<file path="config.mk">
export PLATFORM = sky130hd
export DESIGN_NAME = lsfb_bank
export DESIGN_NICKNAME = d
export VERILOG_FILES = /design/src/core/lsfb_pkg.sv /design/src/core/lsfb_bank.sv
export SDC_FILE = /design/constraint.sdc
export NUM_CORES = 1
export LEC_CHECK = 0
export ABC_AREA = 1
export BUFFER_PORTS_ARGS = -buffer_cell sky130_fd_sc_hd__clkbuf_2
export CAP_MARGIN = 20
export CORE_ASPECT_RATIO = 0.6
export CORE_UTILIZATION = 40
export DETAILED_ROUTE_END_ITERATION = 16
export PLACE_DENSITY = 0.57
export REMOVE_ABC_BUFFERS = 1
export SYNTH_ARGS = -nofsm -noshare
export SYNTH_HDL_FRONTEND = slang
export SYNTH_SLANG_ARGS = --single-unit
export TNS_END_PERCENT = 30
</file>
<file path="constraint.sdc">
create_clock -name i_mclk -period 4.9 [get_ports i_mclk]
set_input_delay 0.98 -clock i_mclk [delete_from_list [all_inputs] [get_ports i_mclk]]
set_output_delay 0.98 -clock i_mclk [all_outputs]
set_load 0.05 [all_outputs]
</file>
<file path="src/core/lsfb_pkg.sv">
/*
 * Constants for the link status flag bank: register indices, bit positions,
 * field values, completion codes and timing.
 * Assumes a 10 MHz system clock and a word-addressed register bus.
 */
// Overview of operation
// Remote error sets summary, alarm flashes, program runs
// Only first remote record shown; check toggle steps
// Bit 03 marks remote unit error; 01-02 zero
// Bits 04-06 binary; bits 08-15 two hex digits
// Master/slave error: digit B, master, slave rack
// Optical error: unit number, bit 04 upper byte
// Step record on check bit falling edge
// Absent link bits act as plain work bits
// Host unit error sets flag; restart by toggle
// Rack level 1 host: error 06, restart 07
// Rack level 0 host: restart 25213, error 25311
// Processor host unit: error 08, restart 09
// Multilevel rack host: restart toggle does nothing
// Failed transfer sets that level's error flag
// Software enables level before transfers run
// Data link active flag follows level's link
// Loop status: level 0 low, level 1 high
// Each transfer writes 8-bit code per level
// Code word upper byte level 1, lower level 0
// Bus codes 00 to 04 as listed
// Bus codes 05 to 09 as listed
// Loop codes 00-02 shared; 03 busy, 04, 05
// Loop codes 06 no response, 07 bad format
package lsfb_pkg;
    localparam logic [7:0] IDX_LOOP = 8'hec;
    localparam logic [7:0] IDX_CODE = 8'hed;
    localparam logic [7:0] IDX_RIO = 8'hfb;
    localparam logic [7:0] IDX_LINK = 8'hfc;
    localparam logic [7:0] IDX_SYS = 8'hfd;
    localparam logic [15:0] RESET_WORD = 16'h0000;
    localparam int B_CHECK = 0;
    localparam int B_RIO_ERR = 3;
    localparam int B_ERR0 = 0;
    localparam int B_EN0 = 1;
    localparam int B_ACT0 = 2;
    localparam int B_ERR1 = 3;
    localparam int B_EN1 = 4;
    localparam int B_ACT1 = 5;
    localparam int B_HERR_R1 = 6;
    localparam int B_HRST_R1 = 7;
    localparam int B_HERR_CPU = 8;
    localparam int B_HRST_CPU = 9;
    localparam int B_HRST_R0 = 13;
    localparam int B_HERR_R0 = 11;
    localparam int B_RIO_SUM = 12;
    localparam logic [15:0] LINK_WR_MASK = 16'hbbff;
    localparam logic [3:0] MS_DIGIT = 4'hb;
    localparam logic [7:0] CODE_NORMAL = 8'h00;
    localparam logic [7:0] CODE_PARAM = 8'h01;
    localparam logic [7:0] CODE_NO_TX = 8'h02;
    localparam logic [7:0] BUS_NO_DEST = 8'h03;
    localparam logic [7:0] BUS_BUSY = 8'h04;
    localparam logic [7:0] BUS_TIMEOUT = 8'h05;
    localparam logic [7:0] BUS_RESP_ERR = 8'h06;
    localparam logic [7:0] BUS_CTRL_ERR = 8'h07;
    localparam logic [7:0] BUS_SET_ERR = 8'h08;
    localparam logic [7:0] BUS_CPU_ERR = 8'h09;
    localparam logic [7:0] LOOP_BUSY = 8'h03;
    localparam logic [7:0] LOOP_NO_TOKEN = 8'h04;
    localparam logic [7:0] LOOP_FAULT = 8'h05;
    localparam logic [7:0] LOOP_NO_RESP = 8'h06;
    localparam logic [7:0] LOOP_BAD_FMT = 8'h07;
    localparam int CLK_HZ = 10000000;
    localparam int BLINK_HALF_MS = 500;
    localparam int BLINK_CYCLES = CLK_HZ / 1000 * BLINK_HALF_MS;
    localparam int RIO_DEPTH = 8;
endpackage

</file>
<file path="src/core/lsfb_bank.sv">
/*
 * Link status flag bank: remote I/O error queue, host unit flags and
 * restart pulses, network level flags, loop status and completion codes,
 * all behind an Avalon-MM slave with waitrequest.
 * Assumes all link-unit inputs are synchronous to i_mclk.
 */
`timescale 1ns/100ps
`default_nettype none
module lsfb_bank #(
    parameter int RIO_DEPTH = lsfb_pkg::RIO_DEPTH,
    parameter int BLINK_CYCLES = lsfb_pkg::BLINK_CYCLES
) (
    input wire logic i_mclk,
    input wire logic i_rstn,
    input wire logic [7:0] i_avs_address,
    input wire logic i_avs_read,
    input wire logic i_avs_write,
    input wire logic [31:0] i_avs_writedata,
    input wire logic [3:0] i_avs_byteenable,
    output logic [31:0] o_avs_readdata,
    output logic o_avs_waitrequest,
    input wire logic i_rio_err_valid,
    input wire logic i_rio_err_optical,
    input wire logic [4:0] i_rio_unit,
    input wire logic [2:0] i_rio_rack,
    input wire logic i_rio_upper,
    input wire logic [2:0] i_host_present,
    input wire logic i_host_multilevel,
    input wire logic [2:0] i_host_err,
    input wire logic [1:0] i_net_present,
    input wire logic [1:0] i_xfer_done,
    input wire logic [7:0] i_xfer_code0,
    input wire logic [7:0] i_xfer_code1,
    input wire logic [1:0] i_dlink_active,
    input wire logic [7:0] i_loop_status0,
    input wire logic [7:0] i_loop_status1,
    output logic [2:0] o_host_restart,
    output logic o_alarm_led
);
    localparam int AW = $clog2(RIO_DEPTH);
    localparam int BW = $clog2(BLINK_CYCLES);

    if (RIO_DEPTH < 2 || (RIO_DEPTH & (RIO_DEPTH - 1)) != 0)
    begin : g_chk_depth
        $error("RIO_DEPTH must be a power of two, at least 2");
    end
    if (BLINK_CYCLES < 2)
    begin : g_chk_blink
        $error("BLINK_CYCLES must be at least 2");
    end

    logic wait_reg, wait_next;
    logic [31:0] rdata_reg, rdata_next;
    logic [15:0] loop_reg, loop_next;
    logic [15:0] code_reg, code_next;
    logic [15:0] shown_reg, shown_next;
    logic [15:0] link_reg, link_next;
    logic herr0_reg, herr0_next;
    logic [2:0] rst_reg, rst_next;
    logic [AW-1:0] wptr_reg, wptr_next, rptr_reg, rptr_next;
    logic [AW:0] cnt_reg, cnt_next;
    logic [BW-1:0] blink_reg, blink_next;
    logic led_reg, led_next;
    logic [15:0] rio_mem [RIO_DEPTH];

    logic req, wr_en;
    logic [15:0] wmask, wmerge_link, rec_new, head;
    logic advance, load_direct, push, pop;
    logic [1:0] accept, fail;
    logic [2:0] rst_old, rst_new, rst_allow;

    assign head = rio_mem[rptr_reg];

    // Master/slave and optical records share bit 03 and the hex-digit field
    always_comb
    begin
        req = i_avs_read | i_avs_write;
        wr_en = i_avs_write & ~wait_reg;
        wmask = {{8{i_avs_byteenable[1]}}, {8{i_avs_byteenable[0]}}};
        wmerge_link = (link_reg & ~wmask) | (i_avs_writedata[15:0] & wmask);
        if (i_rio_err_optical)
        begin
            rec_new = {3'h0, i_rio_unit, 3'h0, i_rio_upper, 4'h8};
        end
        else
        begin
            rec_new = {lsfb_pkg::MS_DIGIT, i_rio_unit[3:0], 1'b0, i_rio_rack,
                4'h8};
        end
    end

    // Bus slave: one wait cycle, then the answer; writes land on the
    // edge that the master sees waitrequest low
    always_comb
    begin
        wait_next = ~(req & wait_reg);
        rdata_next = rdata_reg;
        if (i_avs_read & wait_reg)
        begin
            case (i_avs_address)
                lsfb_pkg::IDX_LOOP: rdata_next = {16'h0000, loop_reg};
                lsfb_pkg::IDX_CODE: rdata_next = {16'h0000, code_reg};
                lsfb_pkg::IDX_RIO: rdata_next = {16'h0000, shown_reg};
                lsfb_pkg::IDX_LINK: rdata_next = {16'h0000, link_reg};
                lsfb_pkg::IDX_SYS:
                    rdata_next = {19'h00000, shown_reg[lsfb_pkg::B_RIO_ERR],
                        herr0_reg, 11'h000};
                default: rdata_next = 32'h00000000;
            endcase
        end
    end

    // Remote I/O queue: shown record plus pending ones behind it
    always_comb
    begin
        advance = wr_en && i_avs_address == lsfb_pkg::IDX_RIO &&
            i_avs_byteenable[0] && shown_reg[lsfb_pkg::B_CHECK] &&
            !i_avs_writedata[lsfb_pkg::B_CHECK];
        load_direct = i_rio_err_valid && (!shown_reg[lsfb_pkg::B_RIO_ERR] ||
            (advance && cnt_reg == '0));
        push = i_rio_err_valid && !load_direct &&
            cnt_reg != (AW+1)'(RIO_DEPTH);
        pop = advance && cnt_reg != '0;
        shown_next = shown_reg;
        if (wr_en && i_avs_address == lsfb_pkg::IDX_RIO && i_avs_byteenable[0])
        begin
            shown_next[lsfb_pkg::B_CHECK] = i_avs_writedata[lsfb_pkg::B_CHECK];
        end
        if (advance)
        begin
            shown_next = pop ? head : 16'h0000;
        end
        if (load_direct)
        begin
            shown_next = rec_new;
        end
        wptr_next = push ? wptr_reg + 1'b1 : wptr_reg;
        rptr_next = pop ? rptr_reg + 1'b1 : rptr_reg;
        cnt_next = cnt_reg + (AW+1)'(push) - (AW+1)'(pop);
    end

    // Network levels: transfers count only on a present, enabled level
    always_comb
    begin
        accept[0] = i_xfer_done[0] & i_net_present[0] &
            link_reg[lsfb_pkg::B_EN0];
        accept[1] = i_xfer_done[1] & i_net_present[1] &
            link_reg[lsfb_pkg::B_EN1];
        fail[0] = accept[0] & (i_xfer_code0 != lsfb_pkg::CODE_NORMAL);
        fail[1] = accept[1] & (i_xfer_code1 != lsfb_pkg::CODE_NORMAL);
        code_next = code_reg;
        if (accept[0])
        begin
            code_next[7:0] = i_xfer_code0;
        end
        if (accept[1])
        begin
            code_next[15:8] = i_xfer_code1;
        end
        loop_next = {i_loop_status1, i_loop_status0};
    end

    // Link flags; software writes first, hardware sets win over clears
    always_comb
    begin
        link_next = link_reg;
        if (wr_en && i_avs_address == lsfb_pkg::IDX_LINK)
        begin
            link_next = wmerge_link & lsfb_pkg::LINK_WR_MASK;
        end
        herr0_next = herr0_reg;
        if (wr_en && i_avs_address == lsfb_pkg::IDX_SYS &&
            i_avs_byteenable[1] && !i_host_present[0])
        begin
            herr0_next = i_avs_writedata[lsfb_pkg::B_HERR_R0];
        end
        rst_old = {link_reg[lsfb_pkg::B_HRST_CPU],
            link_reg[lsfb_pkg::B_HRST_R1], link_reg[lsfb_pkg::B_HRST_R0]};
        rst_new = {link_next[lsfb_pkg::B_HRST_CPU],
            link_next[lsfb_pkg::B_HRST_R1], link_next[lsfb_pkg::B_HRST_R0]};
        rst_allow = {1'b1, {2{~i_host_multilevel}}};
        rst_next = rst_old & ~rst_new & i_host_present & rst_allow;
        if (rst_next[1])
        begin
            link_next[lsfb_pkg::B_HERR_R1] = 1'b0;
        end
        if (rst_next[2])
        begin
            link_next[lsfb_pkg::B_HERR_CPU] = 1'b0;
        end
        if (rst_next[0])
        begin
            herr0_next = 1'b0;
        end
        if (i_host_present[1] && i_host_err[1])
        begin
            link_next[lsfb_pkg::B_HERR_R1] = 1'b1;
        end
        if (i_host_present[2] && i_host_err[2])
        begin
            link_next[lsfb_pkg::B_HERR_CPU] = 1'b1;
        end
        if (i_host_present[0] && i_host_err[0])
        begin
            herr0_next = 1'b1;
        end
        if (fail[0])
        begin
            link_next[lsfb_pkg::B_ERR0] = 1'b1;
        end
        if (fail[1])
        begin
            link_next[lsfb_pkg::B_ERR1] = 1'b1;
        end
        if (i_net_present[0])
        begin
            link_next[lsfb_pkg::B_ACT0] = i_dlink_active[0];
        end
        if (i_net_present[1])
        begin
            link_next[lsfb_pkg::B_ACT1] = i_dlink_active[1];
        end
    end

    // Alarm flashes while an error record is shown; program is never halted
    always_comb
    begin
        blink_next = blink_reg + 1'b1;
        led_next = led_reg;
        if (blink_reg == BW'(BLINK_CYCLES - 1))
        begin
            blink_next = '0;
            led_next = ~led_reg;
        end
        if (!shown_reg[lsfb_pkg::B_RIO_ERR])
        begin
            blink_next = '0;
            led_next = 1'b0;
        end
    end

    always_ff @(posedge i_mclk or negedge i_rstn)
    begin
        if (!i_rstn)
        begin
            wait_reg <= 1'b1;
            rdata_reg <= 32'h00000000;
            loop_reg <= lsfb_pkg::RESET_WORD;
            code_reg <= lsfb_pkg::RESET_WORD;
            shown_reg <= lsfb_pkg::RESET_WORD;
            link_reg <= lsfb_pkg::RESET_WORD;
            herr0_reg <= 1'b0;
            rst_reg <= 3'h0;
            wptr_reg <= '0;
            rptr_reg <= '0;
            cnt_reg <= '0;
            blink_reg <= '0;
            led_reg <= 1'b0;
        end
        else
        begin
            wait_reg <= wait_next;
            rdata_reg <= rdata_next;
            loop_reg <= loop_next;
            code_reg <= code_next;
            shown_reg <= shown_next;
            link_reg <= link_next;
            herr0_reg <= herr0_next;
            rst_reg <= rst_next;
            wptr_reg <= wptr_next;
            rptr_reg <= rptr_next;
            cnt_reg <= cnt_next;
            blink_reg <= blink_next;
            led_reg <= led_next;
        end
    end

    // Queue storage needs no reset; count guards every read
    always_ff @(posedge i_mclk)
    begin
        if (push)
        begin
            rio_mem[wptr_reg] <= rec_new;
        end
    end

    assign o_avs_waitrequest = wait_reg;
    assign o_avs_readdata = rdata_reg;
    assign o_host_restart = rst_reg;
    assign o_alarm_led = led_reg;
endmodule
`default_nettype wire

</file>
==> key figures, run 1 <==
Clock tree
  • CTS Buf Count: 17
  • CTS resizes: 0
  • Clock Tree Root: clkbuf_16
  • CTS H-tree lvls: 4
  • Setup Fix Bufs, Post-CTS: 0
  • Clk_lat worst skew: 0.43 ns
  • Clk sinks: 184
  • Worst-path clk slew: 0.07 ns
  • CTS Hold Bufs: 0
  • Deepest clock path buffer count: 2
  • CTS tree: built

Timing
  • RSZ-0062 raised after global routing: false
  • Period utilisation layout: 57.80%
  • Hold slack: 0.4827 ns
  • Worst slew margin: 35.07%
  • Clock skew: 0.009544 ns
  • Final setup vio count: 0
  • F_max: about 350 MHz
  • Number of hold violations in the final report: 0
  • Worst-Margin Slew: around 0.97 ns
  • Setup TNS: 0 ns
  • Post-route minimum period: ~2.8 ns
  • Slew Viols, Final: 0

Worst setup path
  • Crit path kind: in -> reg
  • Crit path required time: approximately 5.2 ns
  • Worst setup SP type: primary input
  • Delay of the slowest critical-path stage: about 0.38 ns
  • Data arrival, critical path: around 3.2 ns
  • Depth of the most critical reg-to-reg path: 12
  • Crit path launch: i_avs_address[1]
  • Crit path max fanout: 13
  • Family with the most delay on the worst path: simple AND/OR/NAND/NOR gates
  • R2R setup slack: ~2.3 ns
  • WP buf/inv: 4
  • CP max stage cell: fa_1
  • Worst-path cell chain: clkbuf_2 > inv_2 > nor2_1 > nand2_1 > nor2_4 > nand4_2 > nand2_2 > inv_4 > nand2_8 > ha_1 > inv_1 > ha_1 > fa_1 > xor2_1
  • Worst Setup End Kind: flip-flop
  • Crit Reg-Reg Endpoint: cnt_reg[2]
  • R2r startpoint: cnt_reg[2]
  • CP dominant cell by count: ha_1

Logic synthesis
  • Gate Count Post-Synth: 931
  • Mean post-synth cell area: 9.105 um^2
  • Ys Warns: 0
  • Yosys reg bits: 184
  • Synth unique cells: 48
  • Top cells by area, synth: dfrtp_1, edfxtp_1, nand2_1
  • Synth top area share: between 30% and 40%
  • Yosys top cell by area: dfrtp_1
  • Seq/Total Area, Yosys: 58.58%
  • Synth Cell Area: 8477 um^2

Min path
  • Hold Path Sink: o_avs_readdata[15]
  • Hold Crit Depth: 2
  • Hold Path Class: reg -> reg
  • Hold Path Origin: o_avs_readdata[15]

Detailed routing
  • DRT iter0 DRCs: 375
  • Routed len/inst: 14.82 um
  • Antenna Nets Post-Route: 0
  • Via density: between 4 and 5
  • DR vias: between 6000 and 7000
  • Drt total wl: 19610 um
  • Pre-antenna DRT Iters: 5
  • DRC errors left: 0

Die
  • Die ar.: 21800 um^2
  • Placeable Area: 20370 um^2
  • Initial Util: a little over two fifths
  • Cell Rows: 40
  • Die height: 114.8 um
  • Width of the die: 189.9 um
  • # IOs: 141

Layout
  • Max reg flops: 72
  • P&R area growth vs syn: 15.38%
  • Layout cells sized above 1: 16.48%
  • Diodes inserted: 0
  • Final nets: 1151
  • Most common cell after layout, fill and taps aside: nand2_1
  • Most frequent cells in the layout: nand2_1, dfrtp_1, clkbuf_2

GRT
  • Gr ovfl total: 0
  • First-pass GRT wire length: roughly 32000 um
  • GRT met1 Usage: 29.94%
  • GR Util All Layers: 19.03%
  • Largest net degree at the start of global routing: 57
  • Met3 GRT Util: 4.365%
  • Vias in the first global route: 5998
  • Initial antenna violation count: 1
  • GR peak layer: met1
  • Grt met2 use: between 20% and 30%

Power and ir drop
  • PwrDens: ~370 nW/um^2
  • LEAKAGE: 4.584 nW
  • VDD IR max: 0.2453 mV

Place
  • Port Buffer Count: 104
  • Placer Congestion: roughly 0.86
  • Dpl hpwl: ~14000 um

Status
  • Status: completed

Job
  • Max cap viols: 0
==> layout make-up <==
cell class | count | area [um^2]
sequential | 184 | 4966
inverter | 87 | 329.1
clock inverter | 15 | 140.1
tap | 273 | 341.6
multi-input combinational | 634 | 2988
fill | 1957 | 10590
clock buffer | 17 | 425.4
timing repair buffer | 113 | 590.6
==> worst max-delay path by stage <==
stage | endpoint | slack [ns] | cells past startpoint
6_report | cnt_reg[2] | 2.07 | 14
5_1_grt | cnt_reg[2] | 1.92 | 14
4_1_cts | cnt_reg[2] | 2.07 | 14
3_5_place_dp | cnt_reg[2] | 1.61 | 14
3_3_place_gp | cnt_reg[2] | 1.63 | 14
2_1_floorplan | cnt_reg[2] | 2.00 | 13
==> metrics by stage <==
| step | area (um^2) | util, % | std cells | power, mW | setup slack [ns] |
|---|---|---|---|---|---|
| floorplan | 8283 | - | 905 | 2.118 | 2.004 |
| CTS | 9781 | 48.02 | 1323 | 3.616 | 2.071 |
| global route | 9781 | 48.02 | 1323 | 3.747 | 1.920 |
| finish | 9781 | 48.02 | 1323 | 3.581 | 2.068 |
| global placement | 9215 | 45.24 | 1291 | 2.276 | 1.630 |
| detailed placement | 9215 | 45.24 | 1291 | 2.285 | 1.605 |
==> power breakdown <==
| group | switching, mW | internal, mW | leakage [nW] |
|---|---|---|---|
| logic | 0.289 | 0.143 | 2.27 |
| registers | 0.0607 | 1.75 | 2.05 |
| clock network | 0.625 | 0.710 | 0.264 |
==> cell families (layout without fill, tap and decap cells) <==
kind of cell	count (synthesis)	in the layout	synth area share, %
AO/OA/AOI/OAI	56	56	3.602
buffers and inverters	128	232	6.834
multiplexers	1	1	0.1181
adder cells (fa/ha/maj)	10	10	1.565
other	1	16	0.04424
flip-flops	184	184	58.58
AND/OR/NAND/NOR	539	539	28.01
XOR/XNOR	12	12	1.240
==> metal layers <==
metal  vias up  part of all wire [%]
met5         -                     0
met4         0                  0.66
met3        14                   4.2
met2       115                    41
met1      2967                    54
li1       3206                     -
==> synth_stat cells (all sizes together) <==
cell / n
o211ai: 3
o221ai: 1
dfstp: 1
nand3b: 4
o21ai: 35
ha: 9
mux2i: 1
inv: 84
buf: 33
nor3b: 3
o22ai: 1
nor2: 84
nor3: 20
conb: 1
and2: 3
fa: 1
edfxtp: 72
a21oi: 12
a31oi: 1
clkinv: 3
nand2: 314
a21o: 1
and3: 1
xor2: 8
xnor2: 4
or2: 1
nand3: 88
nand4: 21
a22oi: 2
dfrtp: 111
clkbuf: 8
==> worst reg2reg max path: stages (launching register included) <==
cell,delay [ns]
dfrtp_1,0.36
inv_1,0.11
ha_1,0.15
nor3b_2,0.36
nand4_2,0.15
nand2_2,0.27
inv_4,0.09
nand2_8,0.10
ha_1,0.14
inv_1,0.04
ha_1,0.19
fa_1,0.38
xor2_1,0.17
Power figures use the tool's default switching activity.
==> run 2: changes to the inputs <==
--- a/config.mk
+++ b/config.mk
@@ -11,7 +11,7 @@
 export CORE_ASPECT_RATIO = 0.6
 export CORE_UTILIZATION = 40
 export DETAILED_ROUTE_END_ITERATION = 16
-export PLACE_DENSITY = 0.57
+export PLACE_DENSITY = 0.59
 export REMOVE_ABC_BUFFERS = 1
 export SYNTH_ARGS = -nofsm -noshare
 export SYNTH_HDL_FRONTEND = slang
==> constraint.sdc (replaced) <==
create_clock -name i_mclk -period 2.6 [get_ports i_mclk]
set_input_delay 0.52 -clock i_mclk [delete_from_list [all_inputs] [get_ports i_mclk]]
set_output_delay 0.52 -clock i_mclk [all_outputs]
set_load 0.05 [all_outputs]
==> key figures, run 2 (synthesized netlist as in run 1, its figures left out) <==
Layout
  • P&R area growth vs syn: 17.08% (was 15.38%)
  • Final nets: 1170 (was 1151)
  • Most common cell after layout, fill and taps aside: nand2_1 (unchanged)
  • Post-route cell area: 9925 um^2 (was 9781 um^2)
  • Diodes inserted: 0 (unchanged)
  • Max reg flops: 72 (unchanged)
  • Most frequent cells in the layout: nand2_1, dfrtp_1, clkbuf_2 (unchanged)
  • Layout cells sized above 1: 17.87% (was 16.48%)
  • Fin cells: 1342 (was 1323)

Timing
  • Period utilisation layout: slightly above 90%
  • RSZ-0062 raised after global routing: false (unchanged)
  • Number of hold violations in the final report: 0 (unchanged)
  • Setup TNS: 0 ns (unchanged)
  • Final setup vio count: 0 (unchanged)
  • Clock skew: 0.01168 ns (was 0.009544 ns)
  • Worst slew margin: 26.88% (was 35.07%)
  • Hold slack: 0.09847 ns (was 0.4827 ns)
  • Worst-Margin Slew: 1.093 ns (was 0.9704 ns)
  • Slew Viols, Final: 0 (unchanged)
  • F_max: 412.8 MHz
  • Post-route minimum period: 2.423 ns

Status
  • Status: completed (unchanged)

Place
  • Placer Congestion: 0.8553 (was 0.8619)
  • Dpl hpwl: 14900 um (was 14110 um)
  • Port Buffer Count: 104 (unchanged)
  • DP Area: 9383 um^2 (was 9215 um^2)
  • Placed instance count: 1310 (was 1291)

Die
  • Width of the die: 189.9 um (unchanged)
  • Cell Rows: 40 (unchanged)
  • Die height: 114.8 um (unchanged)
  • Initial Util: 41.62% (unchanged)
  • Placeable Area: 20370 um^2 (unchanged)
  • Die ar.: 21800 um^2 (unchanged)
  • # IOs: 141 (unchanged)

Clock tree
  • CTS H-tree lvls: 4 (unchanged)
  • Clk sinks: 184 (unchanged)
  • CTS Hold Bufs: 0 (unchanged)
  • Clk_lat worst skew: 0.43 ns (about the same)
  • Setup Fix Bufs, Post-CTS: 0 (unchanged)
  • Deepest clock path buffer count: 2 (unchanged)
  • Worst-path clk slew: 0.07 ns (about the same)
  • CTS Buf Count: 17 (unchanged)
  • Clock Tree Root: clkbuf_16 (unchanged)
  • CTS tree: built (unchanged)
  • CTS resizes: 0 (unchanged)

Worst setup path
  • Depth of the most critical reg-to-reg path: 8 (was 12)
  • R2R setup slack: 0.18 ns (was 2.26 ns)
  • Crit Reg-Reg Endpoint: rio_mem[4][8] (was cnt_reg[2])
  • Worst Setup End Kind: flip-flop (unchanged)
  • Crit path kind: reg -> reg (was in -> reg)
  • Worst Setup EP: rio_mem[4][8] (was cnt_reg[2])
  • Worst setup SP type: flip-flop (was primary input)
  • Crit path max fanout: 9 (was 13)
  • Data arrival, critical path: 2.47 ns (was 3.15 ns)
  • Crit path launch: o_avs_waitrequest (was i_avs_address[1])
  • Crit path required time: 2.64 ns (was 5.22 ns)
  • R2r startpoint: o_avs_waitrequest (was cnt_reg[2])

Detailed routing
  • Pre-antenna DRT Iters: 5 (unchanged)
  • Drt total wl: 20600 um (was 19610 um)
  • Via density: 4.858 (was 4.763)
  • DRC errors left: 0 (unchanged)
  • Routed len/inst: 15.35 um (was 14.82 um)
  • DRT iter0 DRCs: 415 (was 375)
  • DR vias: 6520 (was 6302)
  • Antenna Nets Post-Route: 0 (unchanged)

GRT
  • Gr ovfl total: 0 (unchanged)
  • Vias in the first global route: 6177 (was 5998)
  • GR Util All Layers: 20.01% (was 19.03%)
  • First-pass GRT wire length: 33110 um (was 31770 um)
  • Initial antenna violation count: 0 (was 1)
  • Largest net degree at the start of global routing: 44 (was 57)

Min path
  • Hold Path Class: in -> async (was reg -> reg)

Power and ir drop
  • Power Total: 6.735 mW (was 3.581 mW)
  • VDD IR max: 0.4530 mV (was 0.2453 mV)
  • LEAKAGE: 4.688 nW (was 4.584 nW)
  • PwrDens: 678.6 nW/um^2 (was 366.2 nW/um^2)

Job
  • Max cap viols: 0 (unchanged)
## run 2: cell types whose count changed in the layout (fill, tap and decap cells not counted), sizes merged
cell,delta
bufinv,-1
inv,+3
clkinvlp,-3
clkbuf,+1
buf,+19
## run 2: worst min-delay path by stage
| stage | startpoint | endpoint | slack [ns] |
|---|---|---|---|
| 2_1_floorplan | i_rstn | blink_reg[0] | 0.22 |
| 3_3_place_gp | o_avs_readdata[7] | o_avs_readdata[7] | 0.46 |
| 3_5_place_dp | o_avs_readdata[2] | o_avs_readdata[2] | 0.47 |
| 4_1_cts | i_rstn | blink_reg[17] | 0.11 |
| 5_1_grt | i_rstn | o_avs_readdata[10] | 0.15 |
| 6_report | i_rstn | blink_reg[8] | 0.1 |
## run 2: area by class of cell
class	instances	area, um^2
clock buffers	18	429.2
clock inverters	14	112.6
fillers	1895	10450
inverters	87	329.1
multi-input cells	634	2988
flip-flops and latches	184	4966
well taps	273	341.6
repair buffers	132	758.2
## run 2: layer usage
layer	track usage, %	vias to the layer above	share of wire [%]
met4	3.978	0	0.73
met1	31.18	3096	52
met5	0	-	0
met2	28.52	171	41
met3	4.182	10	5.7
li1	-	3243	-
## run 2: metrics by stage
stage / worst slack (ns) / util, %
2_1_floorplan: 0.05750 / -
3_3_place_gp: 0.1447 / 46.06
3_5_place_dp: 0.08527 / 46.06
4_1_cts: 0.1958 / 48.72
5_1_grt: 0.08814 / 48.72
6_report: 0.1773 / 48.72
## run 2: where the power goes
part | total (mW) | switching [mW] | internal, mW
combinational | 0.873 | 0.579 | 0.294
clock | 2.44 | 1.19 | 1.25
sequential | 3.42 | 0.112 | 3.31
## run 2: critical path, stage by stage, from the launching register on
cell	delay, ns
dfstp_2	0.55
inv_1	0.08
nand3_2	0.10
nor2_4	0.06
nand4_2	0.09
nand2_2	0.08
inv_4	0.11
nand3_2	0.12
nor2_1	0.85
==> run 3: changes to the inputs <==
--- a/config.mk
+++ b/config.mk
@@ -11,6 +11,7 @@
 export CORE_ASPECT_RATIO = 0.6
 export CORE_UTILIZATION = 40
 export DETAILED_ROUTE_END_ITERATION = 16
+export GPL_TIMING_DRIVEN = 0
 export PLACE_DENSITY = 0.59
 export REMOVE_ABC_BUFFERS = 1
 export SYNTH_ARGS = -nofsm -noshare
==> key figures, run 3 (synthesized netlist as in run 1, its figures left out) <==
Status
  • Status: finished with violations (was completed)
  • Failing checks: negative setup slack

Detailed routing
  • DRC errors left: 0 (unchanged)
  • Antenna Nets Post-Route: 0 (unchanged)
  • Drt total wl: 20210 um (was 20600 um)
  • Via density: 4.777 (was 4.858)
  • Routed len/inst: 15.31 um (was 15.35 um)
  • DRT iter0 DRCs: 419 (was 415)
  • Pre-antenna DRT Iters: 4 (was 5)
  • DR vias: 6305 (was 6520)

Clock tree
  • CTS Buf Count: 17 (unchanged)
  • Clk_lat worst skew: 0.43 ns (about the same)
  • CTS tree: built (unchanged)
  • Clock Tree Root: clkbuf_16 (unchanged)
  • Deepest clock path buffer count: 2 (unchanged)
  • Worst-path clk slew: 0.08 ns (was 0.07 ns)
  • Clk sinks: 184 (unchanged)
  • Setup Fix Bufs, Post-CTS: 0 (unchanged)
  • CTS H-tree lvls: 4 (unchanged)

GRT
  • Gr ovfl total: 0 (unchanged)
  • First-pass GRT wire length: 32400 um (was 33110 um)
  • GR Util All Layers: 19.58% (was 20.01%)
  • Vias in the first global route: 6001 (was 6177)
  • Largest net degree at the start of global routing: 103 (was 44)
  • Initial antenna violation count: 0 (unchanged)

Worst setup path
  • Worst Setup End Kind: flip-flop (unchanged)
  • R2R setup slack: -0.07 ns (was 0.18 ns)
  • Worst Setup EP: rio_mem[4][8] (unchanged)
  • Crit path max fanout: 9 (unchanged)
  • R2r startpoint: cnt_reg[2] (was o_avs_waitrequest)
  • Depth of the most critical reg-to-reg path: 5 (was 8)
  • Crit path required time: 2.65 ns (was 2.64 ns)
  • Data arrival, critical path: 2.72 ns (was 2.47 ns)
  • Worst setup SP type: flip-flop (unchanged)
  • Crit path launch: cnt_reg[2] (was o_avs_waitrequest)
  • Crit path kind: reg -> reg (unchanged)
  • Crit Reg-Reg Endpoint: rio_mem[4][8] (unchanged)

Layout
  • Max reg flops: 72 (unchanged)
  • Fill cells: 1925 (was 1895)
  • P&R area growth vs syn: 16.50% (was 17.08%)
  • Diodes inserted: 0 (unchanged)
  • Flip-flop and latch area: 4966 um^2 (unchanged)
  • Post-route cell area: 9876 um^2 (was 9925 um^2)
  • Area of the multi-input gates: 3025 um^2 (was 2988 um^2)
  • Final nets: 1148 (was 1170)
  • Most common cell after layout, fill and taps aside: nand2_1 (unchanged)
  • Most frequent cells in the layout: nand2_1, dfrtp_1, clkbuf_2 (unchanged)
  • Layout cells sized above 1: 16.71% (was 17.87%)

Die
  • Placeable Area: 20370 um^2 (unchanged)
  • # IOs: 141 (unchanged)
  • Initial Util: 41.62% (unchanged)
  • Die ar.: 21800 um^2 (unchanged)
  • Cell Rows: 40 (unchanged)
  • Die height: 114.8 um (unchanged)
  • Width of the die: 189.9 um (unchanged)

Timing
  • Worst slew margin: 28.00% (was 26.88%)
  • Setup ws final: -0.07455 ns (was 0.1773 ns)
  • Worst-Margin Slew: 1.076 ns (was 1.093 ns)
  • Final setup vio count: 36 (was 0)
  • Number of hold violations in the final report: 0 (unchanged)
  • Period utilisation layout: 102.9% (was 93.18%)
  • Setup TNS: -2.092 ns (was 0 ns)
  • Hold slack: 0.1840 ns (was 0.09847 ns)
  • Post-route minimum period: 2.675 ns (was 2.423 ns)
  • Slew Viols, Final: 0 (unchanged)
  • F_max: 373.9 MHz (was 412.8 MHz)
  • Clock skew: 0.009481 ns (was 0.01168 ns)
  • RSZ-0062 raised after global routing: true (was false)

Place
  • Placer Congestion: 0.8441 (was 0.8553)
  • Port Buffer Count: 104 (unchanged)
  • Dpl hpwl: 14190 um (was 14900 um)
  • DP Area: 9263 um^2 (was 9383 um^2)

Power and ir drop
  • Power Total: 6.843 mW (was 6.735 mW)
  • LEAKAGE: 4.617 nW (was 4.688 nW)
  • PwrDens: 692.9 nW/um^2 (was 678.6 nW/um^2)
  • VDD IR max: 0.4243 mV (was 0.4530 mV)

Job
  • Max cap viols: 0 (unchanged)

Min path
  • Hold Crit Depth: 1
  • Hold Path Class: in -> reg (was in -> async)
## run 3: cell count changes in the layout (fill, tap and decap cells not counted), moves of 2 or more
| cell | previous run | this run |
|---|---|---|
| buf_4 | 27 | 0 |
| nor3_2 | 2 | 5 |
| clkinv_1 | 4 | 2 |
| buf_16 | 0 | 2 |
| buf_12 | 2 | 0 |
| clkinv_8 | 0 | 3 |
| nor3_1 | 18 | 14 |
| inv_8 | 2 | 5 |
| inv_6 | 7 | 2 |
| buf_6 | 0 | 3 |
## run 3: critical path, stage by stage (launching register included)
cell and delay, ns:
dfrtp_1 0.33, inv_1 0.07, ha_1 0.20, a21oi_1 0.61, nand3_2 0.22, nor2_1 0.85
## run 3: how the worst min path moves through the flow
stage                                   end               from  slack (ns)
after floorplan                blink_reg[0]             i_rstn        0.22
after global placement    o_avs_readdata[7]  o_avs_readdata[7]        0.47
final                           loop_reg[2]  i_loop_status0[2]        0.18
after detailed placement        o_alarm_led             i_rstn        0.37
after CTS                       loop_reg[2]  i_loop_status0[2]        0.17
after global routing           loop_reg[15]  i_loop_status1[7]        0.16
## run 3: through the flow
step / cells / setup WS (ns) / util, %
3_5_place_dp: 1287 / -0.3658 / 45.47
4_1_cts: 1320 / -0.07111 / 48.45
5_1_grt: 1320 / -0.1925 / 48.48
2_1_floorplan: 905 / 0.05750 / -
6_report: 1320 / -0.07455 / 48.48
3_3_place_gp: 1282 / -0.8286 / 44.90
## run 3: area by class of cell
cell class                      count  area share, %
Clock buffer                       17          4.308
Clock inverter                     15          1.609
Inverter                           87          3.345
Multi-Input combinational cell    634          30.63
Sequential cell                   184          50.29
Tap cell                          273          3.459
Timing Repair Buffer              110          6.360
## run 3: per-layer routing
layer	global-route usage (%)	routed length [um]
met4	4.409	183
met1	30.60	10600
met5	0	0
met3	3.968	992
met2	27.69	8432
## run 3: power breakdown
part	total [mW]	switching [mW]	internal [mW]	leakage [nW]
registers	3.42	0.120	3.30	2.05
logic	0.872	0.587	0.284	2.29
clock network	2.55	1.26	1.28	0.274
## run 3: repair_timing
action                                  4_1_cts  5_1_grt
gates resized for setup                       3        1
cloned                                        0        0
endpoints found under the setup margin       43       41
endpoints found under the hold margin        10        0
hold buffers                                  1        0
